File: src/logic/lkd_pkg.sv
/*
  constants, field positions and types shared by the lcd key/control
  decoder. assumes a single 250 MHz core clock; every time below is
  counted in periods of the emulated rc oscillator, except OSC_DIV in mclk cycles.
*/
package lkd_pkg;

  // geometry of the display and of the key matrix
  localparam int N_DISP = 75;
  localparam int N_CTRL = 9;
  localparam int PAY_W  = N_DISP + N_CTRL;
  localparam int N_SEG  = 25;
  localparam int N_COM  = 3;
  localparam int N_GP   = 4;
  localparam int N_ROW  = 6;
  localparam int N_COL  = 5;
  localparam int N_KEY  = N_ROW * N_COL;

  // serial frame: one op byte, then payload or read-back
  localparam int OP_W = 8;
  localparam logic [7:0] OP_WRITE = 8'h0A;  // arbitrary value
  localparam logic [7:0] OP_READ  = 8'h0B;  // arbitrary value
  localparam logic [6:0] WR_BITS  = 7'(OP_W + PAY_W);
  localparam logic [6:0] RD_BITS  = 7'(OP_W + N_KEY + 1);

  // control word bit positions, first received bit is CB_SA
  localparam int CB_SA = 0;
  localparam int CB_SB = 1;
  localparam int CB_KA = 2;
  localparam int CB_KB = 3;
  localparam int CB_PA = 4;
  localparam int CB_PB = 5;
  localparam int CB_PC = 6;
  localparam int CB_BL = 7;
  localparam int CB_BI = 8;
  localparam logic [N_CTRL-1:0] CTRL_RST = 9'h000;

  // oscillator-period timing
  localparam int FRAME_T = 384;
  localparam int PHASE_T = FRAME_T / N_COM;
  localparam int SCAN_T  = 288;
  localparam int ROW_T   = SCAN_T / N_ROW;
  localparam int REQ_T   = 615;
  localparam int OSC_DIV = 4;

  // software port map and status bits
  localparam logic [1:0] A_STAT = 2'h0;
  localparam logic [1:0] A_CLR  = 2'h1;
  localparam logic [1:0] A_EN   = 2'h2;
  localparam logic [1:0] A_INFO = 2'h3;
  localparam int EV_REQ  = 0;
  localparam int EV_CFG  = 1;
  localparam int EV_WAKE = 2;
  localparam int N_EV    = 3;

  typedef enum logic [1:0] {K_IDLE, K_SCAN, K_WAIT, K_HELD} lkd_kst_e;

endpackage

File: src/logic/lkd_top.sv
/*
  lcd key/control decoder: serial receiver for display and control
  bits, triplexed segment/common timing, key-matrix scan and key
  read-back, small interrupt register port.
  assumes: serial pins and sense inputs asynchronous to mclk; the link
  clock much slower than mclk (32 ns); an external pull-up on serial
  output; analogue drive levels are built outside from seg/com bits.
*/
// Design decisions made here: the strobed register port and the placing of the registers.
// What this block does
// - either sleep bit set means sleep, osc stopped, segments and commons low
// - idle scan lines follow sleep pair: 00/11 all high, 01 sixth, 10 fifth+sixth
// - sleep ends only on a control write with both sleep bits zero
// - a key press in sleep restarts the oscillator for a scan
// - scan-pin code sets first two scan lines as scan or segment
// - key bits of rows used as segments read zero
// - port code turns first zero to four segment pins into ports
// - port pins drive static level of first bit of their triplet
// - port pins keep following their bits during sleep
// - blank bit gives segment-off waveforms, commons keep running
// - bias bit chooses one-third (0) or one-half (1) bias
// - display bits map in triplets to pins, one bit per common
// - a one lights the segment at its pin and common
// - pressed key sets bit (row-1)*5+column, thirty bits
// - sleep ack holds mode at key press; pending mode writes apply
// - serial output low after debounce, cleared by read, high in transfer except while read data bits shift out
// - common frame is oscillator over 384
`timescale 1ns/1ps
module lkd_top
  import lkd_pkg::*;
#(
  parameter int OSC_DIVP = lkd_pkg::OSC_DIV  // mclk cycles per osc period
)
(
  input  wire logic                      mclk,            // core clock
  input  wire logic                      rst_n,           // sync reset
  input  wire logic                      ce_pin,          // chip enable
  input  wire logic                      serial_clock_in, // link clock
  input  wire logic                      serial_in,       // link data
  input  wire logic [lkd_pkg::N_COL-1:0] sense_inputs,    // key columns
  output logic                           serial_out_o,    // always low
  output logic                           serial_out_oe,   // pull low
  output logic [lkd_pkg::N_ROW-1:0]      scan_lines,      // key rows
  output logic [lkd_pkg::N_SEG-1:0]      seg_out,         // segment bits
  output logic [lkd_pkg::N_COM-1:0]      com_out,         // common bits
  output logic                           bias_half,       // half bias
  output logic                           osc_run,         // osc enabled
  input  wire logic [1:0]                reg_addr,        // reg address
  input  wire logic [7:0]                reg_wdata,       // write data
  input  wire logic                      reg_wr,          // write strobe
  input  wire logic                      reg_rd,          // read strobe
  output logic [7:0]                     reg_rdata,       // read data
  output logic                           irq              // interrupt
);
  import lkd_pkg::*;

  // usable scan rows for a scan-pin code
  function automatic logic [N_ROW-1:0] row_en(input logic [1:0] k);
    if (k[1])
      return 6'b11_1100;
    else if (k[0])
      return 6'b11_1110;
    return 6'b11_1111;
  endfunction

  // pin i is a static port for port code p
  function automatic logic gp_pin(input logic [2:0] p, input int i);
    return (p <= 3'h4) && (i < int'(p));
  endfunction

  // pin synchronisers, stage 3 only feeds edge detection
  logic [2:0]       ce_sy;
  logic [2:0]       ck_sy;
  logic [1:0]       di_sy;
  logic [N_COL-1:0] si_m;
  logic [N_COL-1:0] si_s;
  always_ff @(posedge mclk)
  begin
    if (!rst_n)
    begin
      ce_sy <= '0;
      ck_sy <= '0;
      di_sy <= '0;
      si_m  <= '0;
      si_s  <= '0;
    end
    else
    begin
      ce_sy <= {ce_sy[1:0], ce_pin};
      ck_sy <= {ck_sy[1:0], serial_clock_in};
      di_sy <= {di_sy[0], serial_in};
      si_m  <= sense_inputs;
      si_s  <= si_m;
    end
  end

  logic ce_s;
  logic ce_rise;
  logic ce_fall;
  logic ck_rise;
  assign ce_s    = ce_sy[1];
  assign ce_rise = ce_sy[1] & ~ce_sy[2];
  assign ce_fall = ~ce_sy[1] & ce_sy[2];
  assign ck_rise = ck_sy[1] & ~ck_sy[2];

  // key state, declared early for the read-back word
  lkd_kst_e         kst;
  logic [N_KEY-1:0] key_reg;
  logic             ack_reg;
  logic             req_reg;

  // read-back order: first key bit first, sleep ack last
  logic [N_KEY:0] rd_word;
  always_comb
  begin
    rd_word[0] = ack_reg;
    for (int i = 0; i < N_KEY; i++)
      rd_word[N_KEY-i] = key_reg[i];
  end

  // serial receiver and read shifter, all on link clock rises
  logic [OP_W-1:0]  op_reg;
  logic [PAY_W-1:0] sh_reg;
  logic [6:0]       bcnt_reg;
  logic             rd_act;
  logic [N_KEY:0]   osh_reg;
  always_ff @(posedge mclk)
  begin
    if (!rst_n)
    begin
      op_reg   <= '0;
      sh_reg   <= '0;
      bcnt_reg <= '0;
      rd_act   <= 1'b0;
      osh_reg  <= '0;
    end
    else if (ce_rise)
    begin
      bcnt_reg <= '0;
      rd_act   <= 1'b0;
    end
    else if (ce_fall)
      rd_act <= 1'b0;
    else if (ce_s && ck_rise)
    begin
      if (bcnt_reg < 7'(OP_W))
        op_reg <= {op_reg[OP_W-2:0], di_sy[1]};
      else
        sh_reg <= {sh_reg[PAY_W-2:0], di_sy[1]};
      if (bcnt_reg != 7'h7F)
        bcnt_reg <= bcnt_reg + 7'h01;
      // read data loads as the op byte completes
      if (bcnt_reg == 7'(OP_W-1) && {op_reg[OP_W-2:0], di_sy[1]} == OP_READ)
      begin
        rd_act  <= 1'b1;
        osh_reg <= rd_word;
      end
      else if (rd_act)
        osh_reg <= {osh_reg[N_KEY-1:0], 1'b0};
    end
  end

  logic wr_done;
  logic rd_done;
  assign wr_done = ce_fall && op_reg == OP_WRITE && bcnt_reg == WR_BITS;
  assign rd_done = ce_fall && op_reg == OP_READ && bcnt_reg >= RD_BITS;

  // all fields land in one edge; short frames are dropped
  logic [N_CTRL-1:0] ctrl_reg;
  logic [N_DISP-1:0] disp_reg;
  always_ff @(posedge mclk)
  begin
    if (!rst_n)
    begin
      ctrl_reg <= CTRL_RST;
      disp_reg <= '0;
    end
    else if (wr_done)
    begin
      for (int i = 0; i < N_DISP; i++)
        disp_reg[i] <= sh_reg[PAY_W-1-i];
      for (int j = 0; j < N_CTRL; j++)
        ctrl_reg[j] <= sh_reg[N_CTRL-1-j];
    end
  end

  logic       sleep;
  logic [1:0] ssel;
  logic [1:0] ksel;
  logic [2:0] psel;
  logic       blank;
  logic [N_ROW-1:0] ren;
  assign sleep = ctrl_reg[CB_SA] | ctrl_reg[CB_SB];
  assign ssel  = {ctrl_reg[CB_SA], ctrl_reg[CB_SB]};
  assign ksel  = {ctrl_reg[CB_KA], ctrl_reg[CB_KB]};
  assign psel  = {ctrl_reg[CB_PA], ctrl_reg[CB_PB], ctrl_reg[CB_PC]};
  assign blank = ctrl_reg[CB_BL];
  assign ren   = row_en(ksel);

  // emulated rc oscillator; runs in sleep only from a key press until the scan ends idle or the key is read
  logic       osc_on;
  logic [7:0] dcnt;
  logic       tick;
  assign osc_on = !sleep || kst != K_IDLE;
  assign tick   = osc_on && dcnt == 8'(OSC_DIVP - 1);
  always_ff @(posedge mclk)
  begin
    if (!rst_n || !osc_on || tick)
      dcnt <= '0;
    else
      dcnt <= dcnt + 8'h01;
  end

  // frame timing: three common phases, polarity flips per frame
  logic [6:0] pcnt;
  logic [1:0] com_idx;
  logic       pol;
  always_ff @(posedge mclk)
  begin
    if (!rst_n)
    begin
      pcnt    <= '0;
      com_idx <= '0;
      pol     <= 1'b0;
    end
    else if (tick && !sleep)
    begin
      pcnt <= pcnt + 7'h01;
      if (pcnt == 7'(PHASE_T-1))
      begin
        pcnt <= '0;
        if (com_idx == 2'(N_COM-1))
        begin
          com_idx <= '0;
          pol     <= ~pol;
        end
        else
          com_idx <= com_idx + 2'h1;
      end
    end
  end

  // key scan: two passes of six rows, agree, then request at REQ_T
  logic [5:0]       rcnt;
  logic [2:0]       row;
  logic             pass;
  logic [9:0]       tcnt;
  logic [N_KEY-1:0] b1;
  logic [N_KEY-1:0] b2;
  logic [N_COL-1:0] samp;
  assign samp = ren[row] ? si_s : '0;
  always_ff @(posedge mclk)
  begin
    if (!rst_n)
    begin
      kst     <= K_IDLE;
      rcnt    <= '0;
      row     <= '0;
      pass    <= 1'b0;
      tcnt    <= '0;
      b1      <= '0;
      b2      <= '0;
      key_reg <= '0;
      ack_reg <= 1'b0;
      req_reg <= 1'b0;
    end
    else
    begin
      unique case (kst)
        K_IDLE:
          if (|si_s)
          begin
            kst  <= K_SCAN;
            rcnt <= '0;
            row  <= '0;
            pass <= 1'b0;
            tcnt <= '0;
            ack_reg <= sleep;
          end
        K_SCAN:
          if (tick)
          begin
            tcnt <= tcnt + 10'h001;
            rcnt <= rcnt + 6'h01;
            if (rcnt == 6'(ROW_T-1))
            begin
              rcnt <= '0;
              if (pass)
                b2[row*N_COL +: N_COL] <= samp;
              else
                b1[row*N_COL +: N_COL] <= samp;
              if (row == 3'(N_ROW-1))
              begin
                row  <= '0;
                pass <= 1'b1;
                if (pass)
                  kst <= K_WAIT;
              end
              else
                row <= row + 3'h1;
            end
          end
        K_WAIT:
          if (tick)
          begin
            tcnt <= tcnt + 10'h001;
            if (tcnt == 10'(REQ_T-1))
            begin
              if (b1 == b2 && |b2)
              begin
                kst     <= K_HELD;
                key_reg <= b2;
                req_reg <= 1'b1;
              end
              else if (|b2)
              begin
                kst  <= K_SCAN;
                tcnt <= '0;
                pass <= 1'b0;
              end
              else
                kst <= K_IDLE;
            end
          end
        K_HELD:
          if (rd_done)
          begin
            req_reg <= 1'b0;
            kst     <= K_IDLE;
          end
      endcase
    end
  end

  // standby pattern of the scan lines
  logic [N_ROW-1:0] stby;
  always_comb
  begin
    unique case (ssel)
      2'b01:   stby = 6'b10_0000;
      2'b10:   stby = 6'b11_0000;
      default: stby = 6'b11_1111;
    endcase
  end

  // segment pin levels: port, forced low, or lit xor polarity
  logic [N_SEG-1:0] seg_next;
  logic             com_sel0;
  generate
    for (genvar g = 0; g < N_SEG; g++)
    begin : g_seg
      logic lit;
      logic is_seg;
      assign lit = ~blank & disp_reg[3*g + com_idx];
      if (g >= N_SEG - 2)
        assign is_seg = !ren[g - (N_SEG - 2)];
      else
        assign is_seg = 1'b1;
      if (g < N_GP)
        assign seg_next[g] = gp_pin(psel, g) ? disp_reg[3*g] :
                             (is_seg && !sleep) ? lit ^ pol : 1'b0;
      else
        assign seg_next[g] = (is_seg && !sleep) ? lit ^ pol : 1'b0;
    end
  endgenerate
  assign com_sel0 = 1'b0;

  // pin outputs; the serial output only ever pulls low
  always_ff @(posedge mclk)
  begin
    if (!rst_n)
    begin
      seg_out       <= '0;
      com_out       <= '0;
      scan_lines    <= '0;
      serial_out_oe <= 1'b0;
      serial_out_o  <= 1'b0;
      bias_half     <= 1'b0;
      osc_run       <= 1'b0;
    end
    else
    begin
      seg_out      <= seg_next;
      serial_out_o <= com_sel0;
      bias_half    <= ctrl_reg[CB_BI];
      osc_run      <= osc_on;
      // commons keep running while blanked, low in sleep
      if (sleep)
        com_out <= '0;
      else
        com_out <= (3'h1 << com_idx) ^ {N_COM{pol}};
      if (kst == K_SCAN)
        scan_lines <= (6'h01 << row) & ren;
      else
        scan_lines <= (sleep ? stby : 6'b11_1111) & ren;
      // data bits during a read, released in other transfers, request level while ce is low
      if (ce_s)
        serial_out_oe <= rd_act & ~osh_reg[N_KEY];
      else
        serial_out_oe <= req_reg;
    end
  end

  // sticky status, set beats a same-cycle clear
  logic [N_EV-1:0] ev;
  logic [N_EV-1:0] stat_reg;
  logic [N_EV-1:0] en_reg;
  logic [N_EV-1:0] clr;
  assign ev[EV_REQ]  = kst == K_WAIT && tick && tcnt == 10'(REQ_T-1)
                       && b1 == b2 && |b2;
  assign ev[EV_CFG]  = wr_done;
  assign ev[EV_WAKE] = kst == K_IDLE && |si_s && sleep;
  assign clr = (reg_wr && reg_addr == A_CLR) ? reg_wdata[N_EV-1:0] : '0;
  always_ff @(posedge mclk)
  begin
    if (!rst_n)
    begin
      stat_reg  <= '0;
      en_reg    <= '0;
      irq       <= 1'b0;
      reg_rdata <= '0;
    end
    else
    begin
      stat_reg <= (stat_reg & ~clr) | ev;
      irq      <= |(stat_reg & en_reg);
      if (reg_wr && reg_addr == A_EN)
        en_reg <= reg_wdata[N_EV-1:0];
      reg_rdata <= '0;
      if (reg_rd)
      begin
        unique case (reg_addr)
          A_STAT:  reg_rdata <= {5'h00, stat_reg};
          A_EN:    reg_rdata <= {5'h00, en_reg};
          A_INFO:  reg_rdata <= {req_reg, sleep, ksel, psel, blank};
          default: reg_rdata <= '0;
        endcase
      end
    end
  end

  // checks
  sleep_low_a: assert property (@(posedge mclk) disable iff (!rst_n)
    sleep |=> com_out == '0 && seg_out[N_SEG-3:N_GP] == '0)
    else $error("outputs not low in sleep");

  standby_a: assert property (@(posedge mclk) disable iff (!rst_n)
    kst != K_SCAN && ssel == 2'b01 && ksel == 2'b00
    |=> scan_lines == 6'b10_0000)
    else $error("sleep standby scan lines wrong");

  wake_osc_a: assert property (@(posedge mclk) disable iff (!rst_n)
    kst == K_IDLE && sleep && |si_s |=> ##1 osc_run)
    else $error("oscillator not restarted by key");

  seg_rows_a: assert property (@(posedge mclk) disable iff (!rst_n)
    $rose(req_reg) && $past(ksel[1]) |-> key_reg[2*N_COL-1:0] == '0)
    else $error("segment rows reported keys");

  port_pin_a: assert property (@(posedge mclk) disable iff (!rst_n)
    psel == 3'h4 |=> seg_out[3] == $past(disp_reg[9]))
    else $error("port pin level wrong");

  blank_off_a: assert property (@(posedge mclk) disable iff (!rst_n)
    blank && !sleep && !gp_pin(psel, 4) |=> seg_out[4] == $past(pol)
    && com_out != '0)
    else $error("blanking wrong");

  bias_sel_a: assert property (@(posedge mclk) disable iff (!rst_n)
    ##1 bias_half == $past(ctrl_reg[CB_BI]))
    else $error("bias output does not follow bias bit");

  busy_high_a: assert property (@(posedge mclk) disable iff (!rst_n)
    ce_s && !rd_act |=> !serial_out_oe)
    else $error("serial output low during transfer");

  req_clear_a: assert property (@(posedge mclk) disable iff (!rst_n)
    rd_done && req_reg |=> !req_reg ##1 !serial_out_oe || ce_s)
    else $error("request not cleared by read");

  commit_a: assert property (@(posedge mclk) disable iff (!rst_n)
    !wr_done |=> $stable(ctrl_reg))
    else $error("control changed outside write end");

  ack_mode_a: assert property (@(posedge mclk) disable iff (!rst_n)
    kst == K_IDLE && |si_s |=> ack_reg == $past(sleep))
    else $error("sleep ack wrong");

endmodule

File: config.mk
export PLATFORM = sky130hd
export DESIGN_NAME = lkd_top
export DESIGN_NICKNAME = d
export VERILOG_FILES = /design/src/logic/lkd_pkg.sv /design/src/logic/lkd_top.sv
export SDC_FILE = /design/constraint.sdc
export NUM_CORES = 1
export LEC_CHECK = 0
export ABC_AREA = 1
export CAP_MARGIN = 20
export CORE_ASPECT_RATIO = 0.8
export CORE_MARGIN = 2
export CORE_UTILIZATION = 45
export DETAILED_ROUTE_END_ITERATION = 16
export DONT_BUFFER_PORTS = 1
export GPL_ROUTABILITY_DRIVEN = 1
export PLACE_DENSITY = 0.62
export SLEW_MARGIN = 25
export SYNTH_ARGS = -nofsm -noshare
export SYNTH_HDL_FRONTEND = slang
export SYNTH_SLANG_ARGS = --single-unit
File: constraint.sdc
create_clock -name mclk -period 7.6 [get_ports mclk]
set_input_delay 0.38 -clock mclk [delete_from_list [all_inputs] [get_ports mclk]]
set_output_delay 0.38 -clock mclk [all_outputs]
set_load 0.02 [all_outputs]
## After elaboration in Yosys (flattened, before gate mapping)

Index checks and enable logic that the tools add are counted.

- Bits in registers: 417
- Input bits: 22
- Output and inout bits: 47
- Word-level logic and storage cells: 397

- Reductions and logical operators: 64
- Shifts and indexed selects: 4
- Order comparisons: 33
- Multipliers: 1
- Bitwise operators: 73
- Add/sub/neg operators: 32
- Equality and inequality tests: 32
- Multiplexer cells: 119

Operators with widths:

| cell | count |
|---|---|
| binary-select mux 1 bit (select 7 bit) | 24 |
| less-than comparator 7 x 8 -> 1 bit, second input constant | 11 |
| adder 6 x 2 -> 7 bit, first input constant | 11 |
| 2-to-1 mux 31 bit | 2 |
| bitwise mux 30 bit | 2 |
| 2-to-1 mux 10 bit | 6 |
| 2-to-1 mux 1 bit | 50 |
| 2-to-1 mux 6 bit | 8 |
| less-than comparator 6 x 8 -> 1 bit, second input constant | 5 |
| negation 6 -> 34 bit | 1 |
| variable shift 5 x 34 -> 30 bit, first input constant | 1 |
| indexed part select 5 x 34 -> 30 bit | 1 |
| AND reduction 4 bit | 8 |
| adder 5 x 2 -> 6 bit, first input constant | 5 |
| equality test 30 bit | 1 |
| one-hot mux 10 bit (3 select lines) | 1 |
| OR reduction 30 bit | 1 |
| bitwise AND 1 bit | 29 |
| bitwise XOR 1 bit | 25 |
| adder 7 x 2 -> 8 bit, first input constant | 3 |
| equality test 8 x 4 -> 1 bit, second input constant | 3 |
| less-than comparator 5 x 8 -> 1 bit, second input constant | 3 |
| less-than comparator 8 bit, second input constant | 3 |
| one-hot mux 8 bit (3 select lines) | 1 |
| other kinds (64) | 153 |

## Depth between registers and ports, before layout

Gate-level depths: netlist (run 1).

- Depth after elaboration: 9
- Mapped depth: 15
- Depth with buffers taken out: 15

## Worst setup path after synthesis (run 1)

OpenSTA, ideal clock, no wires.

- Path kind: reg2reg
- From: register com_idx[0]
- To: register seg_out[15] (netlist name)
- Cell stages (with the launch flop): 14
- Data required time: 7467 ps
- Path slack: 4997 ps
- Buffers on the path: 4
- Arrival time: 2470 ps
- Clock period less this slack: 2603 ps
- Library setup time: 133 ps
- Cells stage by stage: dfxtp_1 clkinv_1 clkbuf_1 clkbuf_1 ha_1 clkbuf_1 clkbuf_1 o21ai_0 o21ai_0 inv_1 o21ai_0 nand2_1 o21bai_1 a21oi_1

- Longest elaborated chain between the ends: 5

Ends and longest elaborated chain:

| element | line | source |
|---|---|---|
| start: declaration | lkd_top.sv:216 | `logic [1:0] com_idx;` |
| start signal: assignment | lkd_top.sv:238 | `com_idx <= com_idx + 2'h1;` |
| adder 6 x 2 -> 7 bit | lkd_top.sv:354 | `assign lit = ~blank & disp_reg[3*g + com_idx];` |
| binary-select mux 1 bit (select 7 bit) | lkd_top.sv:354 |  |
| 2-to-1 mux 1 bit (not written as such) | lkd_top.sv:354 |  |
| bitwise AND 1 bit | lkd_top.sv:354 |  |
| bitwise XOR 1 bit | lkd_top.sv:363 | `assign seg_next[g] = (is_seg && !sleep) ? lit ^ pol : 1'b0;` |
| end signal: assignment | lkd_top.sv:383 | `seg_out <= seg_next;` |
| end: declaration | lkd_top.sv:44 | `output logic [lkd_pkg::N_SEG-1:0] seg_out,` |

No other way between the ends. The select of a mux whose other input is x is not followed.
A chain may end at the register's enable or synchronous reset.

## Worst setup path after layout (run 1)

- From: register com_idx[1]
- To: register seg_out[3] (netlist name)

- Longest elaborated chain between the ends: 7

Ends and longest elaborated chain:

| element | line | source |
|---|---|---|
| adder 4 x 2 -> 5 bit | lkd_top.sv:354 |  |
| binary-select mux 1 bit (select 7 bit) | lkd_top.sv:354 |  |
| 2-to-1 mux 1 bit (not written as such) | lkd_top.sv:354 |  |
| bitwise AND 1 bit | lkd_top.sv:354 |  |
| bitwise XOR 1 bit | lkd_top.sv:361 | `(is_seg && !sleep) ? lit ^ pol : 1'b0;` |
| 2-to-1 mux 1 bit | lkd_top.sv:361 |  |
| 2-to-1 mux 1 bit | lkd_top.sv:360 | `assign seg_next[g] = gp_pin(psel, g) ? disp_reg[3*g] :` |

No other way between the ends. The select of a mux whose other input is x is not followed.

==> results.yml, run 1 <==
grt:
  grt_usage_pct: 21.11
  grt_overflow: 0
  grt_max_degree: 175
  grt_pass1_vias: 13390
  grt_antenna_before_repair: 1
  grt_pass1_wl_mm: 70.86
critical_path:
  crit_arrival_ns: 3.54
  worst-path-buf-inv: 4
  cp.required_ns: 8.06
  path_class: "flop to flop"
  start_kind: "flop"
  max_stage_delay_ns: 0.51
  timing.critical_path.mode_cell: "o21ai_0"
  critPathCaptureType: "flop"
  worstPathMaxFanout: 37
  path_cells: "buf_4, clkinv_1, ha_1, buf_4, o21ai_0, o21ai_0, inv_1, o21ai_0, nand2_1, nand2_1, nand4_1, a21oi_1"
  path_delay_family: "buffers and inverters"
  worst_path_max_delay_cell: "clkinv_1"
clock_tree:
  clk_path_buf_depth: 3
  clk_latency_ns: 0.55
  cts.clk_slew.worst_paths_ns: 0.06
  htreeDepth: 2
  cts_sinks: 417
  cts-root-buf: "clkbuf_16"
  cts_made_buffers: 43
  cts_tree: "built"
final_layout:
  final_layout_size_suffix_gt1_share_pct: 5.363
  fin_nets: 2336
  layout_common_cells: "465 x nor2_1, 416 x dfxtp_1, 321 x o21ai_0, 250 x nand2_1, 204 x inv_1"
  final-seq-area_sq_mm: 0.008349
  multiInputGateArea_sq_mm: 0.007945
  synthToLayoutAreaGrowth_pct: 9.868
  insertedDiodeCount: 0
  fillers: 3709
  final_common_cell: "nor2_1"
  largest_register_ffs: 84
  utilization_pct: 50.38
timing:
  hold_viol: 0
  fin_crit_sh_pct: 40.53
  relSlewSlack_pct: 35.07
  finalClockSkew_ns: 0.02222
  tns_ns: 0
  worst_slack_ns: 4.520
  fmax_ghz: 0.3246
  worst_pin_slew_ns: 0.9739
  grt_setup_unrepaired: "false"
  setup_viol: 0
  period_minus_slack_ns: 3.080
  slew_viol_final: 0
power:
  p_per_area_mw_per_mm2: 242.0
  vdd_drop_max_mv: 0.1625
  total_power_mw: 4.686
  p_leak_nw: 7.931
logic_synthesis:
  yosysSeqAreaShare_pct: 47.37
  synth_top_flop_cell: "dfxtp_1"
  syn-num-nets: 2395
  ys_ff_latch: 417
  synth_cells: 2344
  syn-mean-instance-area_sq_um: 7.519
  synthArstFlopShare_pct: 0
  synth_warnings: 0
  synth_area_sq_mm: 0.01762
  synth.distinct_cells: 49
  synth_edf_count: 0
place:
  numPortBuffers: 0
  pre_cts_slack_ns: 4.364
  gp_congestion: 0.8311
  hpwlAfterDp_mm: 26.65
floorplan:
  core_sq_mm: 0.03844
  dieArea_sq_mm: 0.04077
  initial_core_util_pct: 45.85
  dieHeight_um: 181.0
  row_count: 64
  io_pins: 69
  die_x_um: 225.3
detailed_routing:
  vias_per_cell: 5.223
  drt-initial-drc-count: 1217
  wire_per_inst_um: 15.33
  wirelength_mm: 43.04
  ant_nets: 0
  vias: 14660
  first_pass_iters: 7
  drc: 0
job:
  max_cap_violations: 0
run_status:
  status: "finished clean"
hold_path:
  hp-class: "input port to flop"
-- power breakdown --
group / total (mW) / switching (mW) / internal, mW
combinational: 0.359 / 0.252 / 0.107
clock: 2.06 / 0.856 / 1.20
sequential: 2.27 / 0.0471 / 2.22
total: 4.69 / 1.15 / 3.53
-- routing by layer --
layer	wire, um	GRT usage, %	vias to the layer above
met4	750	5.457	0
met5	0	0	-
met2	17690	30.20	328
li1	-	-	7589
met1	22390	32.77	6694
met3	2205	3.074	49
-- synthesized netlist by cell type (9+ instances only) --
| master | number | area share, % |
|---|---|---|
| inv_1 | 205 | 4.4 |
| ha_1 | 29 | 2.1 |
| a211oi_1 | 82 | 3.5 |
| nand2_1 | 250 | 5.3 |
| nand3_1 | 79 | 2.2 |
| nor2_1 | 465 | 9.9 |
| clkbuf_1 | 93 | 2.0 |
| o21bai_1 | 19 | 0.81 |
| xnor2_1 | 23 | 1.1 |
| dfxtp_1 | 417 | 47 |
| o21ai_0 | 321 | 9.1 |
| xor2_1 | 16 | 0.80 |
| nor2_4 | 9 | 0.58 |
| a21oi_1 | 162 | 4.6 |
| o21ai_1 | 11 | 0.31 |
| a31oi_1 | 30 | 1.1 |
| buf_2 | 32 | 0.91 |
| nor3_1 | 24 | 0.68 |
-- timing repair --
action / CTS / global route
setup buffers: 0 / 0
endpoints found under the hold margin: 93 / 0
hold buffers: 16 / 0
resized for setup: 0 / 0
-- per-stage QoR --
step	hold WS (ns)	cells	area (sq um)
2_1_floorplan	0.3905	2344	17620
3_3_place_gp	0.3989	2719	17820
3_5_place_dp	0.4008	2719	17820
4_1_cts	0.002427	2807	19360
5_1_grt	0.01870	2807	19360
6_report	0.04325	2807	19360
-- final cells by class --
class	instances	area share (%)
flip-flops and latches	417	43.12
repair buffers	29	1.422
clock inverters	13	0.6332
multi-input cells	1579	41.03
clock buffers	59	6.397
inverters	215	4.200
well taps	495	3.198
-- cell families after synthesis --
| family | count (synthesis) | share of synthesized area, % |
|---|---|---|
| DFF | 417 | 47.37 |
| AOI/OAI and AO/OA | 645 | 20.38 |
| adders and majority gates | 29 | 2.059 |
| muxes | 1 | 0.05680 |
| and+or+nand+nor | 864 | 20.47 |
| buffers and inverters | 348 | 7.703 |
| xor gates and xnor gates | 39 | 1.938 |
| other | 1 | 0.02128 |
-- worst paths after layout --
path                                 start         end  slack, ns  depth (start not counted)
worst min register to register     si_m[0]     si_s[0]       0.41                          2
worst max-delay path            com_idx[1]  seg_out[3]       4.52                         12
worst min-delay path                 rst_n  sh_reg[63]       0.04                          2
worst max register to register  com_idx[1]  seg_out[3]       4.52                         12
Note: power is estimated with default switching activity, not from simulation.
==> run 2: changes to the inputs <==
- PLACE_DENSITY: 0.62 -> 0.64
- clock period: 7.6 -> 2.83 ns (I/O delays scaled with it)
==> results.yml, run 2 (synthesized netlist as in run 1, its figures left out) <==
floorplan:
  die_x_um: 225.3
  core_sq_mm: 0.03844
  row_count: 64
  initial_core_util_pct: 45.85
  dieHeight_um: 181.0
  dieArea_sq_mm: 0.04077
  io_pins: 69
clock_tree:
  cts_made_buffers: 43
  cts_tree: "built"
  clk_path_buf_depth: 3
  clk_latency_ns: 0.54
  post_cts_buffers: 0
  htreeDepth: 2
  cts.clk_slew.worst_paths_ns: 0.06
  cts-root-buf: "clkbuf_16"
  cts_sinks: 417
critical_path:
  path_delay_family: "simple AND/OR/NAND/NOR gates"
  path_class: "flop to flop"
  worst_path_max_delay_cell: "dfxtp_1"
  cp.required_ns: 3.29
  path_cells: "inv_1, ha_1, ha_1, inv_1, nand4_1, nor2_2, o21ai_0, a21oi_1"
  worstPathMaxFanout: 14
  worst-path-buf-inv: 2
  max_stage_delay_ns: 0.58
  critPathCaptureType: "flop"
  crit_arrival_ns: 3.05
  start_kind: "flop"
timing:
  finalClockSkew_ns: 0.02281
  fin_crit_sh_pct: 91.75
  period_minus_slack_ns: 2.597
  worst_pin_slew_ns: 0.7573
  grt_setup_unrepaired: "false"
  tns_ns: 0
  hold_viol: 0
  fmax_ghz: 0.3851
  relSlewSlack_pct: 49.39
  slew_viol_final: 0
  whs_ns: 0.05062
  setup_viol: 0
power:
  vdd_drop_max_mv: 0.5099
  p_leak_nw: 8.170
  p_per_area_mw_per_mm2: 631.3
  total_power_mw: 12.66
place:
  dpl_cell_area_sq_mm: 0.01797
  gp_congestion: 0.8437
  hpwlAfterDp_mm: 27.80
  numPortBuffers: 0
grt:
  grt_antenna_before_repair: 1
  grt_pass1_vias: 13770
  use_met2_pct: 32.68
  grt_usage_pct: 21.60
  grt_overflow: 0
  grt_max_degree: 214
  use_met1_pct: 32.29
  grt_util_met3_pct: 3.285
  grt_pass1_wl_mm: 72.35
  grt-busiest-layer: "met2"
detailed_routing:
  first_pass_iters: 5
  vias_per_cell: 5.313
  vias: 15300
  drt-initial-drc-count: 1478
  wire_per_inst_um: 15.44
  ant_nets: 0
  drc: 0
  wirelength_mm: 44.44
final_layout:
  insertedDiodeCount: 0
  largest_register_ffs: 84
  synthToLayoutAreaGrowth_pct: 13.80
  utilization_pct: 52.18
  fin_area_sq_mm: 0.02006
  layout_common_cells: "465 x nor2_1, 416 x dfxtp_1, 321 x o21ai_0, 250 x nand2_1, 204 x inv_1"
  final_layout_size_suffix_gt1_share_pct: 5.789
  fin_nets: 2404
  final_common_cell: "nor2_1"
run_status:
  status: "finished clean"
job:
  max_cap_violations: 0
hold_path:
  hp-class: "input port to flop"
-- run 2: cell count changes in the layout (fill, tap and decap cells not counted), moves of 3 or more --
cell,previous run,this run
buf_4,13,24
dlygate4sd3_1,15,68
clkbuf_8,6,10
clkinvlp_4,3,0
clkbuf_1,8,13
buf_12,0,3
-- run 2: final timing paths --
kind | startpoint | endpoint | slack, ns | cells after the start
worst max-delay path | row[0] | b2[2] | 0.23 | 8
worst min-delay path | reg_addr[0] | reg_rdata[1] | 0.05 | 4
worst max register to register | row[0] | b2[2] | 0.23 | 8
worst min register to register | si_m[3] | si_s[3] | 0.44 | 2
-- run 2: repair_timing --
item,in CTS,in global routing
hold buffers,69,0
endpoints found under the setup margin,0,2
gates resized for setup,0,1
hold endpoints to repair,279,0
-- run 2: metrics by stage --
stage                     instances  setup slack (ns)
after floorplan                2344            0.2270
after global placement         2734            0.4755
after detailed placement       2734            0.4022
after CTS                      2879            0.2191
after global routing           2879           0.01555
final                          2879            0.2334
-- run 2: cell type report --
| class | instances | area [sq um] |
|---|---|---|
| clock buffer | 68 | 1313 |
| clock inverter | 8 | 65.06 |
| fill | 3660 | 18380 |
| inverter | 215 | 813.3 |
| multi-input combinational | 1579 | 7938 |
| sequential | 417 | 8349 |
| tap | 495 | 619.3 |
| timing repair buffer | 97 | 959.7 |
-- run 2: worst register-to-register path, delay by kind of cell, from the launching register on --
family	cells	cell delay, ns
AO/OA/AOI/OAI	2	0.38
flip-flops	1	0.58
buffers and inverters	2	0.37
adder cells (fa/ha/maj)	2	0.59
AND/OR/NAND/NOR	2	0.60
-- run 2: routing by layer --
| layer | vias up | routed length [um] |
|---|---|---|
| li1 | 7734 | - |
| met3 | 49 | 2485 |
| met4 | 0 | 605 |
| met2 | 368 | 19030 |
| met1 | 7144 | 22320 |
| met5 | - | 0 |
-- run 2: report_power, final --
group          switching (mW)  internal, mW  leakage, nW
Sequential              0.127          5.97         3.37
Clock                    2.28          3.26        0.683
Combinational           0.710         0.319         4.12
==> run 3: changes to the inputs <==
- SETUP_SLACK_MARGIN: unset -> 0.5
==> results.yml, run 3 (synthesized netlist as in run 1, its figures left out) <==
floorplan:
  initial_core_util_pct: 45.85
  dieHeight_um: 181.0
  dieArea_sq_mm: 0.04077
  core_sq_mm: 0.03844
  io_pins: 69
  row_count: 64
  die_x_um: 225.3
critical_path:
  start_kind: "flop"
  worst_path_max_delay_cell: "dlygate4sd3_1"
  path_class: "flop to flop"
  crit_arrival_ns: 2.72
  cp.required_ns: 3.25
  timing.critical_path.mode_cell: "nand2_1"
  critPathCaptureType: "flop"
  path_cells: "clkinv_2, buf_4, o21ai_0, nand2_1, nand2_1, o211ai_1, a21oi_1, o21a_1, dlygate4sd3_1"
  worst-path-buf-inv: 3
  path_delay_family: "buffers and inverters"
  worstPathMaxFanout: 44
  max_stage_delay_ns: 0.59
detailed_routing:
  first_pass_iters: 6
  drt-initial-drc-count: 1282
  vias_per_cell: 5.320
  wirelength_mm: 45.06
  drc: 0
  ant_nets: 0
  wire_per_inst_um: 15.66
  vias: 15310
timing:
  whs_ns: -0.2408
  hold_viol: 226
  finalClockSkew_ns: 0.02063
  fmax_ghz: 0.4351
  grt_setup_unrepaired: "true"
  slew_viol_final: 0
  setup_viol: 0
  fin_crit_sh_pct: 81.21
  relSlewSlack_pct: 44.94
  period_minus_slack_ns: 2.298
  tns_ns: 0
  worst_pin_slew_ns: 0.8239
place:
  numPortBuffers: 0
  hpwlAfterDp_mm: 27.56
  dpl_cell_area_sq_mm: 0.01797
  gp_congestion: 0.8742
final_layout:
  insertedDiodeCount: 0
  largest_register_ffs: 84
  fin_nets: 2404
  synthToLayoutAreaGrowth_pct: 14.89
  final_common_cell: "nor2_1"
  fin_area_sq_mm: 0.02025
  final_layout_size_suffix_gt1_share_pct: 7.008
  layout_common_cells: "463 x nor2_1, 413 x dfxtp_1, 319 x o21ai_0, 250 x nand2_1, 203 x inv_1"
clock_tree:
  cts-root-buf: "clkbuf_16"
  htreeDepth: 2
  clk_latency_ns: 0.56
  cts_sinks: 417
  cts.clk_slew.worst_paths_ns: 0.06
  cts_made_buffers: 43
  cts_tree: "built"
  holdBufCountCts: 56
  clk_path_buf_depth: 3
run_status:
  violations: "negative hold slack"
  status: "finished with violations"
grt:
  grt_overflow: 0
  grt_max_degree: 260
  grt_pass1_vias: 13870
  grt_antenna_before_repair: 0
  grt_usage_pct: 21.62
  grt_pass1_wl_mm: 72.18
power:
  p_leak_nw: 8.306
  clkPwrFrac_pct: 45.4
  pwr-share-seq_pct: 46.0
  vdd_drop_max_mv: 0.3697
  intPower_mw: 10.09
  p_per_area_mw_per_mm2: 656.0
  switchingPower_mw: 3.194
  combPwrFrac_pct: 8.6
  switching_share_pct: 24.04
hold_path:
  hp-class: "input port to flop"
job:
  max_cap_violations: 0
[run 3: cell count changes in the layout (fill, tap and decap cells not counted), sizes merged]
| cell | change |
|---|---|
| buf | +9 |
| bufinv | +5 |
| clkbuf | -5 |
| clkinv | -3 |
| clkinvlp | +3 |
| dlygate4sd3 | -12 |
| nor2 | +2 |
[run 3: final cells by class]
cell class	instances	area, sq um
fillers	3655	18190
clock inverters	13	231.5
multi-input cells	1581	8005
clock buffers	62	1287
inverters	215	823.3
repair buffers	95	923.4
flip-flops and latches	417	8358
well taps	495	619.3
[run 3: metrics by stage]
stage               util [%]  total power [mW]  hold WS [ns]  std cells  setup WS (ns)
finish                 52.68             13.28       -0.2408       2878         0.5317
global route           52.68             13.79       -0.2558       2878         0.3903
CTS                    52.29             13.29       -0.2803       2868         0.5041
detailed placement     46.75             7.144        0.2461       2734         0.3223
global placement       46.75             7.124        0.2409       2734         0.3958
floorplan                  -             6.964        0.2391       2344         0.5129
[run 3: power groups by stage]
| stage | Combinational [mW] | Sequential, mW | Clock (mW) |
|---|---|---|---|
| after CTS | 1.05 | 6.10 | 6.14 |
| after global placement | 0.903 | 6.22 | 0 |
| after floorplan | 0.775 | 6.19 | 0 |
| after global routing | 1.27 | 6.12 | 6.40 |
| after detailed placement | 0.921 | 6.22 | 0 |
| final | 1.14 | 6.11 | 6.03 |
[run 3: final timing paths]
kind                from  slack [ns]  depth (start not counted)           to
max           com_idx[0]        0.53                          9   seg_out[0]
min                rst_n       -0.24                          2    op_reg[7]
max reg2reg   com_idx[0]        0.53                          9   seg_out[0]
min reg2reg  key_reg[18]        0.45                          2  key_reg[18]
[run 3: what timing repair did]
action / CTS / global route
pin swaps: 1 / 6
endpoints found under the setup margin: 139 / 197
gates cloned: 0 / 2
hold endpoints to repair: 287 / 226
buffers inserted: 3 / 8
gates resized for setup: 8 / 22
[run 3: metal layers]
layer / global-route usage, % / routed length (um)
met1: 31.77 / 22030
met2: 32.44 / 19260
met3: 3.155 / 2547
met4: 6.940 / 1217
met5: 0 / 0
